$ cat src/design/usr_pkg.sv
// Shared constants and types for the four-stage universal shift register.
`default_nettype none
package usr_pkg;

   // Number of stages in the register.
   localparam int USR_WIDTH = 4;

   // Byte addresses of the software registers on the AXI4-Lite slave.
   localparam logic [4:0] USR_ADDR_CTRL = 5'h00;
   localparam logic [4:0] USR_ADDR_DATA = 5'h04;
   localparam logic [4:0] USR_ADDR_STEP = 5'h08;
   localparam logic [4:0] USR_ADDR_STATUS = 5'h0c;
   localparam logic [4:0] USR_ADDR_DIV = 5'h10;

   // Field positions inside the control word.
   localparam int USR_CTRL_MODE_LSB = 0;
   localparam int USR_CTRL_SRIGHT_BIT = 2;
   localparam int USR_CTRL_SLEFT_BIT = 3;
   localparam int USR_CTRL_RUN_BIT = 4;
   localparam int USR_CTRL_BITS = 5;

   // Values after reset.
   localparam logic [4:0] USR_CTRL_RST = 5'h00;
   localparam logic [3:0] USR_STAGE_RST = 4'h0;
   localparam logic [3:0] USR_DATA_RST = 4'h0;
   localparam logic [15:0] USR_DIV_RST = 16'h0063;

   // AXI response codes.
   localparam logic [1:0] USR_RESP_OKAY = 2'h0;
   localparam logic [1:0] USR_RESP_SLVERR = 2'h2;

   // Mode, coded as {mode_select_high, mode_select_low}; Gray order along hold, right, load, left.
   typedef enum logic [1:0] {
      USR_HOLD = 2'h0,
      USR_SHR = 2'h1,
      USR_LOAD = 2'h3,
      USR_SHL = 2'h2
   } usr_mode_t;

   // Control word as software writes it.
   typedef struct packed {
      logic run;
      logic serial_left_in;
      logic serial_right_in;
      usr_mode_t mode;
   } usr_ctrl_t;

endpackage

`default_nettype wire

$ cat src/design/usr_shift_top.sv
`timescale 1ns/1ps
`default_nettype none

// Summary of operation
// - Both selects high loads all four inputs.
// - Load takes effect only on step edge.
// - Serial inputs ignored during parallel load.
// - Low select only: shift first toward last.
// - Right shift: first stage takes right input.
// - High select only: shift last toward first.
// - Left shift: last stage takes left input.
// - Both selects low: stages hold.
// - Clear overrides everything, zeroing all stages.
// - Every stage visible on parallel outputs.
module usr_shift_top import usr_pkg::*; (
   input wire logic aclk,
   input wire logic aresetn,
   input wire logic clear_n,
   input wire logic [4:0] s_axi_awaddr,
   input wire logic [2:0] s_axi_awprot,
   input wire logic s_axi_awvalid,
   output logic s_axi_awready,
   input wire logic [31:0] s_axi_wdata,
   input wire logic [3:0] s_axi_wstrb,
   input wire logic s_axi_wvalid,
   output logic s_axi_wready,
   output logic [1:0] s_axi_bresp,
   output logic s_axi_bvalid,
   input wire logic s_axi_bready,
   input wire logic [4:0] s_axi_araddr,
   input wire logic [2:0] s_axi_arprot,
   input wire logic s_axi_arvalid,
   output logic s_axi_arready,
   output logic [31:0] s_axi_rdata,
   output logic [1:0] s_axi_rresp,
   output logic s_axi_rvalid,
   input wire logic s_axi_rready,
   output logic [USR_WIDTH-1:0] parallel_output,
   output logic first_stage_output,
   output logic last_stage_output
);

   // Write channel state: address and data may arrive in either order.
   logic awready_q;
   logic wready_q;
   logic aw_have_q;
   logic w_have_q;
   logic [4:0] awaddr_q;
   logic [31:0] wdata_q;
   logic [3:0] wstrb_q;
   logic bvalid_q;
   logic [1:0] bresp_q;

   // Read channel state.
   logic arready_q;
   logic rvalid_q;
   logic [31:0] rdata_q;
   logic [1:0] rresp_q;

   // Software-visible registers.
   usr_ctrl_t ctrl_q;
   logic [USR_WIDTH-1:0] data_q;
   logic [15:0] div_q;
   logic step_q;

   // Stage contents, divider tick and the combined step enable.
   logic [USR_WIDTH-1:0] stage_q;
   logic tick_q;
   logic step;
   logic wr_fire;
   logic wr_map_ok;
   logic rd_map_ok;
   logic [31:0] rd_word;

   // A write is carried out once both halves are held and no response is pending.
   assign wr_fire = aw_have_q && w_have_q && !bvalid_q;

   // The stage clock is the software step or a divider tick while running.
   assign step = step_q || tick_q;

   // Outputs come straight from flip-flops.
   assign s_axi_awready = awready_q;
   assign s_axi_wready = wready_q;
   assign s_axi_bvalid = bvalid_q;
   assign s_axi_bresp = bresp_q;
   assign s_axi_arready = arready_q;
   assign s_axi_rvalid = rvalid_q;
   assign s_axi_rdata = rdata_q;
   assign s_axi_rresp = rresp_q;
   assign parallel_output = stage_q;
   assign first_stage_output = stage_q[0];
   assign last_stage_output = stage_q[USR_WIDTH-1];

   // Address decode of the held write address.
   always_comb begin
      unique case (awaddr_q)
         USR_ADDR_CTRL, USR_ADDR_DATA, USR_ADDR_STEP, USR_ADDR_DIV: wr_map_ok = 1'b1;
         default: wr_map_ok = 1'b0;
      endcase
   end

   // Read multiplexer; unmapped addresses read zero with an error response.
   always_comb begin
      rd_word = 32'h0000_0000;
      rd_map_ok = 1'b1;
      unique case (s_axi_araddr)
         USR_ADDR_CTRL: rd_word[USR_CTRL_BITS-1:0] = ctrl_q;
         USR_ADDR_DATA: rd_word[USR_WIDTH-1:0] = data_q;
         USR_ADDR_STEP: rd_word = 32'h0000_0000;
         USR_ADDR_STATUS: rd_word[USR_WIDTH-1:0] = stage_q;
         USR_ADDR_DIV: rd_word[15:0] = div_q;
         default: rd_map_ok = 1'b0;
      endcase
   end

   // Write address capture; ready drops while an address is held.
   always_ff @(posedge aclk) begin
      if (!aresetn) begin
         awready_q <= 1'b0;
         aw_have_q <= 1'b0;
         awaddr_q <= 5'h00;
      end else if (s_axi_awvalid && awready_q) begin
         awready_q <= 1'b0;
         aw_have_q <= 1'b1;
         awaddr_q <= s_axi_awaddr;
      end else if (wr_fire) begin
         aw_have_q <= 1'b0;
      end else if (!aw_have_q && !bvalid_q) begin
         awready_q <= 1'b1;
      end
   end

   // Write data capture, mirroring the address side.
   always_ff @(posedge aclk) begin
      if (!aresetn) begin
         wready_q <= 1'b0;
         w_have_q <= 1'b0;
         wdata_q <= 32'h0000_0000;
         wstrb_q <= 4'h0;
      end else if (s_axi_wvalid && wready_q) begin
         wready_q <= 1'b0;
         w_have_q <= 1'b1;
         wdata_q <= s_axi_wdata;
         wstrb_q <= s_axi_wstrb;
      end else if (wr_fire) begin
         w_have_q <= 1'b0;
      end else if (!w_have_q && !bvalid_q) begin
         wready_q <= 1'b1;
      end
   end

   // Write response is raised at the same edge as the register update.
   always_ff @(posedge aclk) begin
      if (!aresetn) begin
         bvalid_q <= 1'b0;
         bresp_q <= USR_RESP_OKAY;
      end else if (wr_fire) begin
         bvalid_q <= 1'b1;
         bresp_q <= wr_map_ok ? USR_RESP_OKAY : USR_RESP_SLVERR;
      end else if (s_axi_bready) begin
         bvalid_q <= 1'b0;
      end
   end

   // Control, data and divider registers; byte lanes are honoured.
   always_ff @(posedge aclk) begin
      if (!aresetn) begin
         ctrl_q <= usr_ctrl_t'(USR_CTRL_RST);
         data_q <= USR_DATA_RST;
         div_q <= USR_DIV_RST;
      end else if (wr_fire) begin
         if (awaddr_q == USR_ADDR_CTRL && wstrb_q[0]) begin
            ctrl_q <= usr_ctrl_t'(wdata_q[USR_CTRL_BITS-1:0]);
         end
         if (awaddr_q == USR_ADDR_DATA && wstrb_q[0]) begin
            data_q <= wdata_q[USR_WIDTH-1:0];
         end
         if (awaddr_q == USR_ADDR_DIV && wstrb_q[0]) begin
            div_q[7:0] <= wdata_q[7:0];
         end
         if (awaddr_q == USR_ADDR_DIV && wstrb_q[1]) begin
            div_q[15:8] <= wdata_q[15:8];
         end
      end
   end

   // Any write to the step address gives exactly one step, the block's clock edge.
   always_ff @(posedge aclk) begin
      if (!aresetn) begin
         step_q <= 1'b0;
      end else begin
         step_q <= wr_fire && (awaddr_q == USR_ADDR_STEP);
      end
   end

   // Read channel: data is registered at the same edge that takes the address.
   always_ff @(posedge aclk) begin
      if (!aresetn) begin
         arready_q <= 1'b0;
         rvalid_q <= 1'b0;
         rdata_q <= 32'h0000_0000;
         rresp_q <= USR_RESP_OKAY;
      end else if (s_axi_arvalid && arready_q) begin
         arready_q <= 1'b0;
         rvalid_q <= 1'b1;
         rdata_q <= rd_word;
         rresp_q <= rd_map_ok ? USR_RESP_OKAY : USR_RESP_SLVERR;
      end else if (rvalid_q && s_axi_rready) begin
         rvalid_q <= 1'b0;
      end else if (!rvalid_q) begin
         arready_q <= 1'b1;
      end
   end

   // Divider for free-running stepping; a software step may coincide with a tick.
   usr_rate_div u_div (
      .aclk(aclk),
      .aresetn(aresetn),
      .run(ctrl_q.run),
      .div_count(div_q),
      .tick_q(tick_q)
   );

   // The stages themselves.
   usr_stage_core u_core (
      .aclk(aclk),
      .aresetn(aresetn),
      .clear_n(clear_n),
      .step(step),
      .ctrl(ctrl_q),
      .par_in(data_q),
      .stage_q(stage_q)
   );

   // Checks on the stages per step and selected mode, on clear, on the end outputs and on the step pulse.
   property p_load;
      @(posedge aclk) disable iff (!aresetn || !clear_n)
      step && ctrl_q.mode == USR_LOAD |=> stage_q == $past(data_q);
   endproperty
   a_load: assert property (p_load) else $error("parallel load lost");

   // A load is seen only after a step, never before it.
   property p_load_edge;
      @(posedge aclk) disable iff (!aresetn || !clear_n)
      !step |=> stage_q == $past(stage_q);
   endproperty
   a_load_edge: assert property (p_load_edge) else $error("stage moved without step");

   // During load the serial inputs have no say in any stage.
   property p_no_serial;
      @(posedge aclk) disable iff (!aresetn || !clear_n)
      step && ctrl_q.mode == USR_LOAD && (ctrl_q.serial_right_in || ctrl_q.serial_left_in)
         |=> stage_q == $past(data_q);
   endproperty
   a_no_serial: assert property (p_no_serial) else $error("serial data entered on load");

   // Right shift moves every stage one place toward the last.
   property p_shr;
      @(posedge aclk) disable iff (!aresetn || !clear_n)
      step && ctrl_q.mode == USR_SHR
         |=> stage_q[USR_WIDTH-1:1] == $past(stage_q[USR_WIDTH-2:0]);
   endproperty
   a_shr: assert property (p_shr) else $error("right shift wrong");

   // Right shift fills the first stage from the right serial input.
   property p_shr_in;
      @(posedge aclk) disable iff (!aresetn || !clear_n)
      step && ctrl_q.mode == USR_SHR |=> stage_q[0] == $past(ctrl_q.serial_right_in);
   endproperty
   a_shr_in: assert property (p_shr_in) else $error("right serial input lost");

   // Left shift moves every stage one place toward the first.
   property p_shl;
      @(posedge aclk) disable iff (!aresetn || !clear_n)
      step && ctrl_q.mode == USR_SHL
         |=> stage_q[USR_WIDTH-2:0] == $past(stage_q[USR_WIDTH-1:1]);
   endproperty
   a_shl: assert property (p_shl) else $error("left shift wrong");

   // Left shift fills the last stage from the left serial input.
   property p_shl_in;
      @(posedge aclk) disable iff (!aresetn || !clear_n)
      step && ctrl_q.mode == USR_SHL
         |=> stage_q[USR_WIDTH-1] == $past(ctrl_q.serial_left_in);
   endproperty
   a_shl_in: assert property (p_shl_in) else $error("left serial input lost");

   // Hold mode keeps the stages through a step.
   property p_hold;
      @(posedge aclk) disable iff (!aresetn || !clear_n)
      step && ctrl_q.mode == USR_HOLD |=> $stable(stage_q);
   endproperty
   a_hold: assert property (p_hold) else $error("stages changed in hold");

   // While clear is low the stages read zero at every edge.
   property p_clear;
      @(posedge aclk) disable iff (!aresetn)
      !clear_n |-> stage_q == USR_STAGE_RST;
   endproperty
   a_clear: assert property (p_clear) else $error("clear did not zero stages");

   // The end outputs always mirror the end stages.
   property p_outs;
      @(posedge aclk) disable iff (!aresetn)
      first_stage_output == parallel_output[0] && last_stage_output == parallel_output[3];
   endproperty
   a_outs: assert property (p_outs) else $error("end outputs disagree");

   // Stages stay put for two idle cycles in a row, whatever the inputs.
   property p_idle;
      @(posedge aclk) disable iff (!aresetn || !clear_n)
      !step ##1 !step |=> stage_q == $past(stage_q, 2);
   endproperty
   a_idle: assert property (p_idle) else $error("stages drifted while idle");

   // A step write produces one step pulse right after the write is taken.
   property p_step_write;
      @(posedge aclk) disable iff (!aresetn)
      wr_fire && awaddr_q == USR_ADDR_STEP |=> step_q ##1 !step_q;
   endproperty
   a_step_write: assert property (p_step_write) else $error("step pulse wrong");

endmodule

`default_nettype wire

$ cat src/design/usr_rate_div.sv
`timescale 1ns/1ps
`default_nettype none

// Free-running divider that makes a one-cycle step pulse while running.
module usr_rate_div import usr_pkg::*; (
   input wire logic aclk,
   input wire logic aresetn,
   input wire logic run,
   input wire logic [15:0] div_count,
   output logic tick_q
);

   // Cycles since the last tick.
   logic [15:0] cnt_q;

   // Counting restarts while stopped, so the first tick comes a full period after run.
   always_ff @(posedge aclk) begin
      if (!aresetn || !run) begin
         cnt_q <= 16'h0000;
         tick_q <= 1'b0;
      end else if (cnt_q >= div_count) begin
         cnt_q <= 16'h0000;
         tick_q <= 1'b1;
      end else begin
         cnt_q <= cnt_q + 16'h0001;
         tick_q <= 1'b0;
      end
   end

endmodule

`default_nettype wire

$ cat src/design/usr_stage_core.sv
`timescale 1ns/1ps
`default_nettype none

// The four stages and their next-value steering; bit 0 is the first stage.
module usr_stage_core import usr_pkg::*; (
   input wire logic aclk,
   input wire logic aresetn,
   input wire logic clear_n,
   input wire logic step,
   input wire usr_ctrl_t ctrl,
   input wire logic [USR_WIDTH-1:0] par_in,
   output logic [USR_WIDTH-1:0] stage_q
);

   // Next value of each stage.
   logic [USR_WIDTH-1:0] stage_d;

   // Each stage picks its own source; the serial inputs only reach the end stages.
   for (genvar i = 0; i < USR_WIDTH; i++) begin : g_stage
      always_comb begin
         unique case (ctrl.mode)
            USR_LOAD: stage_d[i] = par_in[i];
            USR_SHR: begin
               // Right shift moves data from the first stage toward the last.
               if (i == 0) begin
                  stage_d[i] = ctrl.serial_right_in;
               end else begin
                  stage_d[i] = stage_q[(i == 0) ? 0 : i - 1];
               end
            end
            USR_SHL: begin
               // Left shift moves data from the last stage toward the first.
               if (i == USR_WIDTH - 1) begin
                  stage_d[i] = ctrl.serial_left_in;
               end else begin
                  stage_d[i] = stage_q[(i == USR_WIDTH - 1) ? i : i + 1];
               end
            end
            USR_HOLD: stage_d[i] = stage_q[i];
         endcase
      end
   end

   // Clear acts without the clock and beats everything; apart from reset at the clock edge, stages change only on a step.
   always_ff @(posedge aclk or negedge clear_n) begin
      if (!clear_n) begin
         stage_q <= USR_STAGE_RST;
      end else if (!aresetn) begin
         stage_q <= USR_STAGE_RST;
      end else if (step) begin
         stage_q <= stage_d;
      end
   end

endmodule

`default_nettype wire

$ cat config.mk
export PLATFORM = sky130hd
export DESIGN_NAME = usr_shift_top
export DESIGN_NICKNAME = d
export VERILOG_FILES = /design/src/design/usr_pkg.sv /design/src/design/usr_shift_top.sv /design/src/design/usr_rate_div.sv /design/src/design/usr_stage_core.sv
export SDC_FILE = /design/constraint.sdc
export NUM_CORES = 1
export LEC_CHECK = 0
export ABC_AREA = 0
export BUFFER_PORTS_ARGS = -buffer_cell sky130_fd_sc_hd__buf_2
export CORE_AREA = 3 3 116 90
export CTS_BUF_LIST = sky130_fd_sc_hd__clkbuf_16
export DETAILED_ROUTE_END_ITERATION = 16
export DIE_AREA = 0 0 119 93
export GPL_TIMING_DRIVEN = 0
export PLACE_DENSITY = 0.75
export SYNTH_ARGS = -nofsm -noshare
export SYNTH_HDL_FRONTEND = slang
export SYNTH_HIERARCHICAL = 1
export SYNTH_SLANG_ARGS = --single-unit
$ cat constraint.sdc
create_clock -name aclk -period 1.62 [get_ports aclk]
set_input_delay 0.162 -clock aclk [delete_from_list [all_inputs] [get_ports aclk]]
set_output_delay 0.162 -clock aclk [all_outputs]
set_load 0.03 [all_outputs]
Word level (Yosys, flattened, before mapping)
Cells that the tools add are included.

cells by class
  add/sub/neg operators = 1
  multipliers = 0
  divide/modulo/power cells = 0
  magnitude comparators = 1
  eq/ne operators = 12
  shifts and indexed selects = 0
  multiplexer cells = 21
  bitwise operators = 4
  reduce and logical (&&, ||, !) cells = 41

operator list
  cell                                                 number
  adder 16 x 1 -> 16 bit, second input constant        1
  greater-or-equal comparator 16 bit                   1
  one-hot mux 4 bit (4 select lines)                   1
  AND reduction 2 bit                                  8
  equality test 5 x 4 -> 1 bit, second input constant  3
  logical AND 1 bit                                    13
  one-hot mux 1 bit (3 select lines)                   4
  2-to-1 mux 11 bit                                    1
  equality test 5 x 3 -> 1 bit, second input constant  2
  equality test 5 bit, second input constant           2
  logical NOT 5 bit                                    2
  2-to-1 mux 1 bit                                     10
  2-to-1 mux 4 bit                                     2
  nonzero test 2 bit                                   4
  OR reduction 2 bit                                   4
  logical NOT 1 bit                                    5
  OR reduction 5 bit                                   1
  equality test 2 bit, second input constant           2
  2-to-1 mux 2 bit                                     2
  NOT 1 bit                                            4
  OR reduction 4 bit                                   1
  equality test 2 x 1 -> 1 bit, second input constant  1
  logical NOT 2 bit                                    1
  logical OR 1 bit                                     2
  other kinds (3)                                      3

storage, ports and cells
  register bits after elaboration = 97
  latch bits = 0
  memory bits (writable) = 0
  memory bits (read-only) = 0
  input bits = 60
  output and inout bits = 47
  memories = 0

Longest topological paths before layout
Gate-level depths: netlist of the first run.

  depth in word-level cells = 4
  depth in mapped cells = 8
  depth with buffers taken out = 7

Hierarchy
Netlist of the first run, hierarchy kept.

modules (own cells, without submodules)
  module          instances  cells an instance  area an instance (µm²)
  usr_shift_top   1          322                3036.7
  usr_rate_div    1          136                1172.4
  usr_stage_core  1          32                 321.6

Worst setup path before layout of the first run
No wires, ideal clock.

  kind = reg2reg
  start point = register u_div.cnt_q[0]
  end point = register u_div.cnt_q[2]
  setup time = 62 ps
  data arrival time = 1706 ps
  setup slack = -148 ps
  cell stages (with the launch flop) = 9
  buffers on the path = 1
  clock period less this slack = 1768 ps
  path through = dfxtp_1 > inv_1 > ha_1 > nand2b_1 > a2111oi_2 > o21a_1 > o21ai_2 > buf_6 > nor2_2

between the ends
  longest elaborated chain between the ends = 2
  elaborated cells on any way between the ends = 3

ends and longest elaborated chain
  what                                line                RTL
  start: declaration                  usr_rate_div.sv:14  logic [15:0] cnt_q;
  start signal: assignment            usr_rate_div.sv:25  cnt_q <= cnt_q + 16'h0001;
  greater-or-equal comparator 16 bit  usr_rate_div.sv:21  end else if (cnt_q >= div_count) begin
  OR reduction 2 bit (no line)        -

Several ways; a longest one is shown, not always the timed one.
A chain may end at the register's enable or synchronous reset.

Final worst setup path of the first run
  start point = register div_q[10]
  end point = register u_div.cnt_q[8]

between the ends
  longest elaborated chain between the ends = 2

ends and longest elaborated chain
  what                                line                  RTL
  start: declaration                  usr_shift_top.sv:63   logic [15:0] div_q;
  start signal: assignment            usr_shift_top.sv:182  div_q[15:8] <= wdata_q[15:8];
  greater-or-equal comparator 16 bit  usr_rate_div.sv:21
  OR reduction 2 bit (no line)        -

No other way between the ends.

==> reports/summary.txt, run 1 <==
Status: complete, but fails checks
Failing checks: negative setup slack
Area contributors post-synth: dfxtp_1 40%, nand2_1 6.4%, ha_1 5.5%
Initial Util: 47.68%
Synth area leader: dfxtp_1
Worst-Margin Slew: 677.4 ps
Syn Inst Count: 490
Setup TNS: -1220 ps
Hold WC Path Type: in -> reg
Pwr dens: 837.5 nW/um^2
Filler instances: 807
Yosys top cell area share: 40.21%
Vias in the first global route: 3,617
Multi-input gate area: 2522 sq um
Gr ovfl total: 0
Vias per cell: 5.066
Die X-Extent: 119 um
CTS tree: done
Max-slew violations: 0
Worst EP arrival: 2010 ps
Max-cap check violation count: 0
Kind of start point of the critical path: register
Post-synthesis area per instance: 9.246 sq um
Netlist cell types: 57
Switch share: 23.18%
GRT Util Overall: 19.93%
Die H: 93 um
VDD IR max: 0.6945 mV
Post-synthesis sequential area ratio: 42.42%
Dpl hpwl: 8.012 mm
Clk Latency, worst-skew pair: 340 ps
Mapped Area: 4531 sq um
Post-layout util: 60.24%
Ys async rst share: 4.211%
Ys Warns: 6
Reg2Reg Depth: 8
Reg power frac: 50.3%
Critical path type: reg -> reg
Row count: 31
Core area: 9503 sq um
DR pass1 iterations: 4
Post-synthesis register bit count: 95
Pre-CTS setup slack: -372.9 ps
Int Pwr: 3.683 mW
Synth Flop Type: dfxtp_1
Clock Sinks: 95
DRT antenna net count: 0
Lkg Pwr: 2.364 nW
Final Critical Period: 1739 ps
Setup violators final: 16
Via count: 3,698
Endpoints failing hold: 0
Antenna Cells: 0
Hold depth: 3
Num CTS Buffers: 9
Initial antenna violation count: 0
Htree depth: 3
Port-buffer cells: 63
Boundary Pins: 107
Wire length after detailed routing: 10.89 mm
Total Nets Final: 675
P&R area growth vs syn: 26.35%
Largest net degree at the start of global routing: 15
Global-route wire length before repair: 17.62 mm
Psw: 1.111 mW
Worst Path Required: 1890 ps
RSZ-0062 raised after global routing: true
Clk_skew: 6.463 ps
EDFF count, synth: 0
Clock power frac: 41.8%
Combinational power share: 7.8%
Crit end category: register
GP Congestion: 0.8258
Min setup slack post-route: -119.3 ps
Die area: 11,070 sq um
CP max FO: 3
WL per Instance: 14.91 um
Root Buffer Master: clkbuf_16
Layout cells sized above 1: 34.28%
CTS clk-pin slew, worst paths: 60 ps
Top achievable clock speed: 0.5749 GHz
Starting DRT DRC Count: 146
Max-Slew Margin vs Limit: 54.73%
Tcrit/Tclk final: 107.4%
DRC viols: 0
Register Area: 1957 sq um
CTS Buffer Depth: 2
worst paths after layout:
| check | startpoint | to | slack (ps) |
|---|---|---|---|
| worst max-delay path | div_q[10] | u_div/cnt_q[8] | -120 |
| worst min-delay path | s_axi_wdata[0] | wdata_q[0] | 70 |
| worst max register to register | div_q[10] | u_div/cnt_q[8] | -120 |
| worst min register to register | s_axi_rdata[2] | s_axi_rdata[2] | 460 |
| max in group asynchronous | clear_n | u_core/stage_q[0] | 1350 |
| min in group asynchronous | clear_n | u_core/stage_q[1] | 150 |
cells in the mapped netlist (2+ instances only):
master	n
buf_4	23
nor2b_1	14
ha_1	20
nor4_4	2
buf_1	2
mux2i_1	20
buf_2	3
xor2_1	3
and2_1	3
buf_6	3
a211o_2	3
nand4_1	2
a21boi_2	4
inv_1	26
nor3b_2	2
nand4_4	2
a22o_1	11
clkbuf_1	9
nor2_1	21
dfxtp_1	91
a21boi_0	28
xnor2_1	11
dfrtp_1	4
a22oi_1	4
o21a_1	5
a211oi_1	2
nor2_2	11
nand2_1	77
a2111oi_2	2
nand2b_1	2
o21ai_0	21
a221oi_1	4
a21oi_1	4
nor3_1	9
nand3_1	20
power groups by stage:
| stage | sequential [mW] | combinational, mW | clock (mW) |
|---|---|---|---|
| after global placement | 2.47 | 0.367 | 0 |
| after detailed placement | 2.47 | 0.376 | 0 |
| after floorplan | 2.49 | 0.236 | 0 |
| after CTS | 2.41 | 0.378 | 2.03 |
| final | 2.41 | 0.376 | 2.00 |
| after global routing | 2.42 | 0.412 | 2.14 |
stage by stage:
stage / hold slack [ps] / cell area (sq um) / total power, mW / std cells
6_report: 67.01 / 5724 / 4.794 / 730
4_1_cts: 63.20 / 5673 / 4.825 / 730
3_5_place_dp: -32.57 / 5174 / 2.847 / 702
3_3_place_gp: -35.04 / 5174 / 2.835 / 702
5_1_grt: 74.69 / 5724 / 4.975 / 730
2_1_floorplan: -133.6 / 4693 / 2.725 / 507
per-layer routing:
layer	part of all wire [%]	GRT usage, %	vias to the layer above
met3	4.9	4.414	9
met5	0	0	-
met1	48	26.56	1740
li1	-	-	1849
met2	46	33.00	100
met4	1.1	5.014	0
timing repair:
| action | CTS | global route |
|---|---|---|
| hold buffers | 1 | 0 |
| gates cloned | 0 | 0 |
| resized for setup | 39 | 9 |
| buffers inserted | 13 | 3 |
| pin swaps | 8 | 1 |
| endpoints found under the hold margin | 4 | 0 |
| endpoints found under the setup margin | 17 | 43 |
cells by family (layout without fill, tap and decap cells):
family                     Yosys count  in the layout  share of synthesized area (%)
DFF                                 95             95                          42.42
xor gates and xnor gates            14             14                          2.706
adders and majority gates           21             21                          5.744
and+or+nand+nor                    177            177                          20.71
other                                1             18                        0.08277
muxes                               21             21                          4.667
AOI/OAI and AO/OA                   95             95                          15.71
buffers and inverters               66            157                          7.953
worst max-delay path, cell delays in order, from the launching register on:
cell	delay, ps
dfxtp_2	330
inv_1	50
ha_1	290
nand2_2	120
o21ai_4	90
a2111oi_4	390
o21ai_4	130
buf_4	170
nor2_1	110
placed cells by master, fill, tap and decap left out, types with 4 or more instances in the layout:
cell type and count:
a22o_1 11, mux2i_1 20, o21ai_0 19, dfxtp_1 71, nor2_1 18, nor3_1 7, nand2_1 76, nor2_2 12
a221oi_1 4, dfrtp_1 4, clkbuf_1 7, xnor2_1 11, dfxtp_4 4, conb_1 18, buf_4 38, a21boi_0 27
o21a_1 5, a21boi_2 5, inv_1 21, ha_1 12, inv_2 5, a22oi_1 4, nand3_1 20, nor2b_1 14
ha_4 7, dfxtp_2 16, clkbuf_16 9, buf_2 65
layout make-up:
type,count,share of cell area (%)
Multi-Input combinational cell,346,44.07
Clock inverter,5,0.8743
Inverter,26,1.705
Buffer,37,4.503
Clock buffer,9,3.934
Sequential cell,95,34.19
Tap cell,132,2.885
Timing Repair Buffer,80,7.847
flip-flops by register name, summed over array words and instances (netlist names):
register	cells
aw_have_q	1
awaddr_q	5
ctrl_q	5
data_q	4
div_q	16
s_axi_arready	1
s_axi_awready	1
s_axi_bresp	1
s_axi_bvalid	1
s_axi_rdata	16
s_axi_rresp	1
s_axi_rvalid	1
s_axi_wready	1
step_q	1
u_core/stage_q	4
u_div/cnt_q	16
u_div/tick_q	1
w_have_q	1
wdata_q	16
wstrb_q	2
(Power assumes the default switching activity.)
==> inputs of run 2 (changes only) <==
SYNTH_HIERARCHICAL = default   (was 1)
==> reports/summary.txt, run 2 <==
Wire length after detailed routing: 12.01 mm
Global-route wire length before repair: 19.27 mm
EDFF count, synth: 0
Dpl hpwl: 8.114 mm
Setup violators final: 17
Largest net degree at the start of global routing: 19
Port-buffer cells: 62
Boundary Pins: 107
DR pass1 iterations: 4
GRT Util Overall: 21.65%
Max-cap check violation count: 0
Yosys top cell area share: 40.17%
Die X-Extent: 119 um
Vias per cell: 5.285
Worst EP arrival: 2180 ps
Combinational power share: 7.7%
Die H: 93 um
Delay-heaviest family, CP: compound AO/OA/AOI/OAI gates
Reg power frac: 48.1%
Post-synthesis sequential area ratio: 42.37%
Critical-path top delay cell: o41ai_4
Antenna Cells: 0
Max-slew violations: 0
Setup TNS: -5118 ps
Initial antenna violation count: 0
Final Critical Period: 1949 ps
Status: complete, but fails checks
Clock power frac: 44.2%
Pre-CTS setup slack: -549.1 ps
Hold slack: 63.11 ps
Crit end category: register
Root Buffer Master: clkbuf_16
Crit-path cells: inv_2 -> ha_4 -> and2_4 -> nand4_1 -> o41ai_4 -> buf_4 -> buf_6 -> nor4_2
Non-filler cells, final: 744
CTS Buffer Depth: 2
Failing checks: negative setup slack
Post-synthesis area per instance: 9.237 sq um
Row count: 31
Ys Warns: 0
Clock Sinks: 95
Tcrit/Tclk final: 120.3%
Vias in the first global route: 3,904
Worst Path Buf+Inv: 3
Clk_skew: 7.904 ps
GP Congestion: 0.8541
Lkg Pwr: 2.521 nW
Critical path type: reg -> reg
WL per Instance: 16.14 um
Pwr dens: 836.7 nW/um^2
Synth Flop Type: dfxtp_1
Htree depth: 3
Kind of start point of the critical path: register
Ys async rst share: 4.211%
Via count: 3,932
Syn Inst Count: 491
CP max FO: 5
Switch share: 25.02%
Total Nets Final: 687
Hold WC Path Type: in -> reg
P&R area growth vs syn: 32.14%
Most common cell after layout, fill and taps aside: dfxtp_1
Psw: 1.255 mW
Worst-Margin Slew: 580.1 ps
Cell with the most instances after synthesis: dfxtp_1
Initial Util: 47.73%
Worst Path Required: 1850 ps
Starting DRT DRC Count: 171
Num CTS Buffers: 9
Core area: 9503 sq um
Mapped Area: 4536 sq um
DRT antenna net count: 0
Filler instances: 769
Synth area leader: dfxtp_1
Min setup slack post-route: -329.2 ps
Post-layout util: 63.07%
Die area: 11,070 sq um
Netlist cell types: 54
CTS tree: done
Int Pwr: 3.760 mW
Final Cell Area: 5993 sq um
Layout cells sized above 1: 33.99%
Max incr delay on CP: 430 ps
Total Power: 5.015 mW
Placed cells: 702
Gr ovfl total: 0
RSZ-0062 raised after global routing: true
Max-Slew Margin vs Limit: 61.32%
Top achievable clock speed: 0.5130 GHz
Area of placed instances: 5146 sq um
Synth top cells by count: 91 x dfxtp_1, 54 x nand2_1, 44 x nor2b_1, 26 x mux2i_1, 25 x a21boi_0
CTS clk-pin slew, worst paths: 70 ps
Clk Latency, worst-skew pair: 340 ps
Area contributors post-synth: dfxtp_1 40%, nor2b_1 6.1%, mux2i_1 5.7%
DRC viols: 0
VDD IR max: 0.5627 mV
Endpoints failing hold: 0
Post-synthesis register bit count: 95
Commonest cells after routing, fill and taps aside: 69 x dfxtp_1, 64 x buf_2, 54 x nand2_1
==> run 2: changes by cell type in the layout (fill, tap and decap cells not counted), sizes merged, moves of 4 or more <==
cell	delta
a21boi	-7
nand2	-24
mux2i	+6
nor2	-25
a211o	-4
o21ai	-12
a22oi	+17
nor4	+11
a22o	-11
xnor2	-4
clkbuf	+12
a21oi	+5
nor2b	+30
==> run 2: layer usage <==
metal	vias up	GRT usage, %	share of wire [%]
met5	-	0	0
met4	0	5.882	1.7
met3	20	5.139	6.5
met2	147	35.97	47
met1	1852	28.38	45
li1	1913	-	-
==> run 2: logic make-up after synthesis <==
family	count (synthesis)	share of synthesized area, %
compound gates	94	15.09
fa+ha+maj	21	5.738
other cells	1	0.08268
xor+xnor	12	2.317
buf+inv	67	7.448
mux	27	5.986
simple gates	174	20.97
flops	95	42.37
==> run 2: area by class of cell <==
type / count / area, sq um / area share [%]
multi-input combinational: 346 / 2649 / 44.20
sequential: 95 / 1957 / 32.65
timing repair buffer: 91 / 559.3 / 9.332
buffer: 41 / 265.3 / 4.426
clock buffer: 9 / 225.2 / 3.758
tap: 132 / 165.2 / 2.756
clock inverter: 7 / 86.33 / 1.441
inverter: 23 / 86.33 / 1.441
==> run 2: power by group through the flow <==
stage	Combinational (mW)	Clock (mW)	Sequential (mW)
2_1_floorplan	0.240	0	2.48
3_3_place_gp	0.366	0	2.47
3_5_place_dp	0.375	0	2.47
4_1_cts	0.383	2.26	2.41
5_1_grt	0.425	2.35	2.42
6_report	0.387	2.22	2.41
==> run 2: repair_timing <==
action / CTS / global route
endpoints found under the hold margin: 4 / 0
setup endpoints to repair: 53 / 46
hold buffers: 1 / 0
pin swaps: 11 / 7
cloned: 3 / 0
gates resized for setup: 62 / 19
setup buffers: 21 / 4
==> run 2: worst paths after layout <==
check / from / endpoint / slack, ps / depth (start not counted)
hold reg to reg: wstrb_q[0] / wstrb_q[0] / 460 / 2
setup reg to reg: div_q[7] / u_div.cnt_q[13] / -330 / 8
setup / recovery: div_q[7] / u_div.cnt_q[13] / -330 / 8
min in group asynchronous: clear_n / u_core.stage_q[1] / 140 / 2
max in group asynchronous: clear_n / u_core.stage_q[3] / 1360 / 2
hold / removal: s_axi_wstrb[1] / wstrb_q[1] / 60 / 3
==> run 2: worst register-to-register path: cells and delay by family (launching register included) <==
| kind | cells | cell delay (ps) |
|---|---|---|
| DFF | 1 | 350 |
| AOI/OAI and AO/OA | 1 | 430 |
| and+or+nand+nor | 3 | 390 |
| buffers and inverters | 3 | 400 |
| adders and majority gates | 1 | 260 |
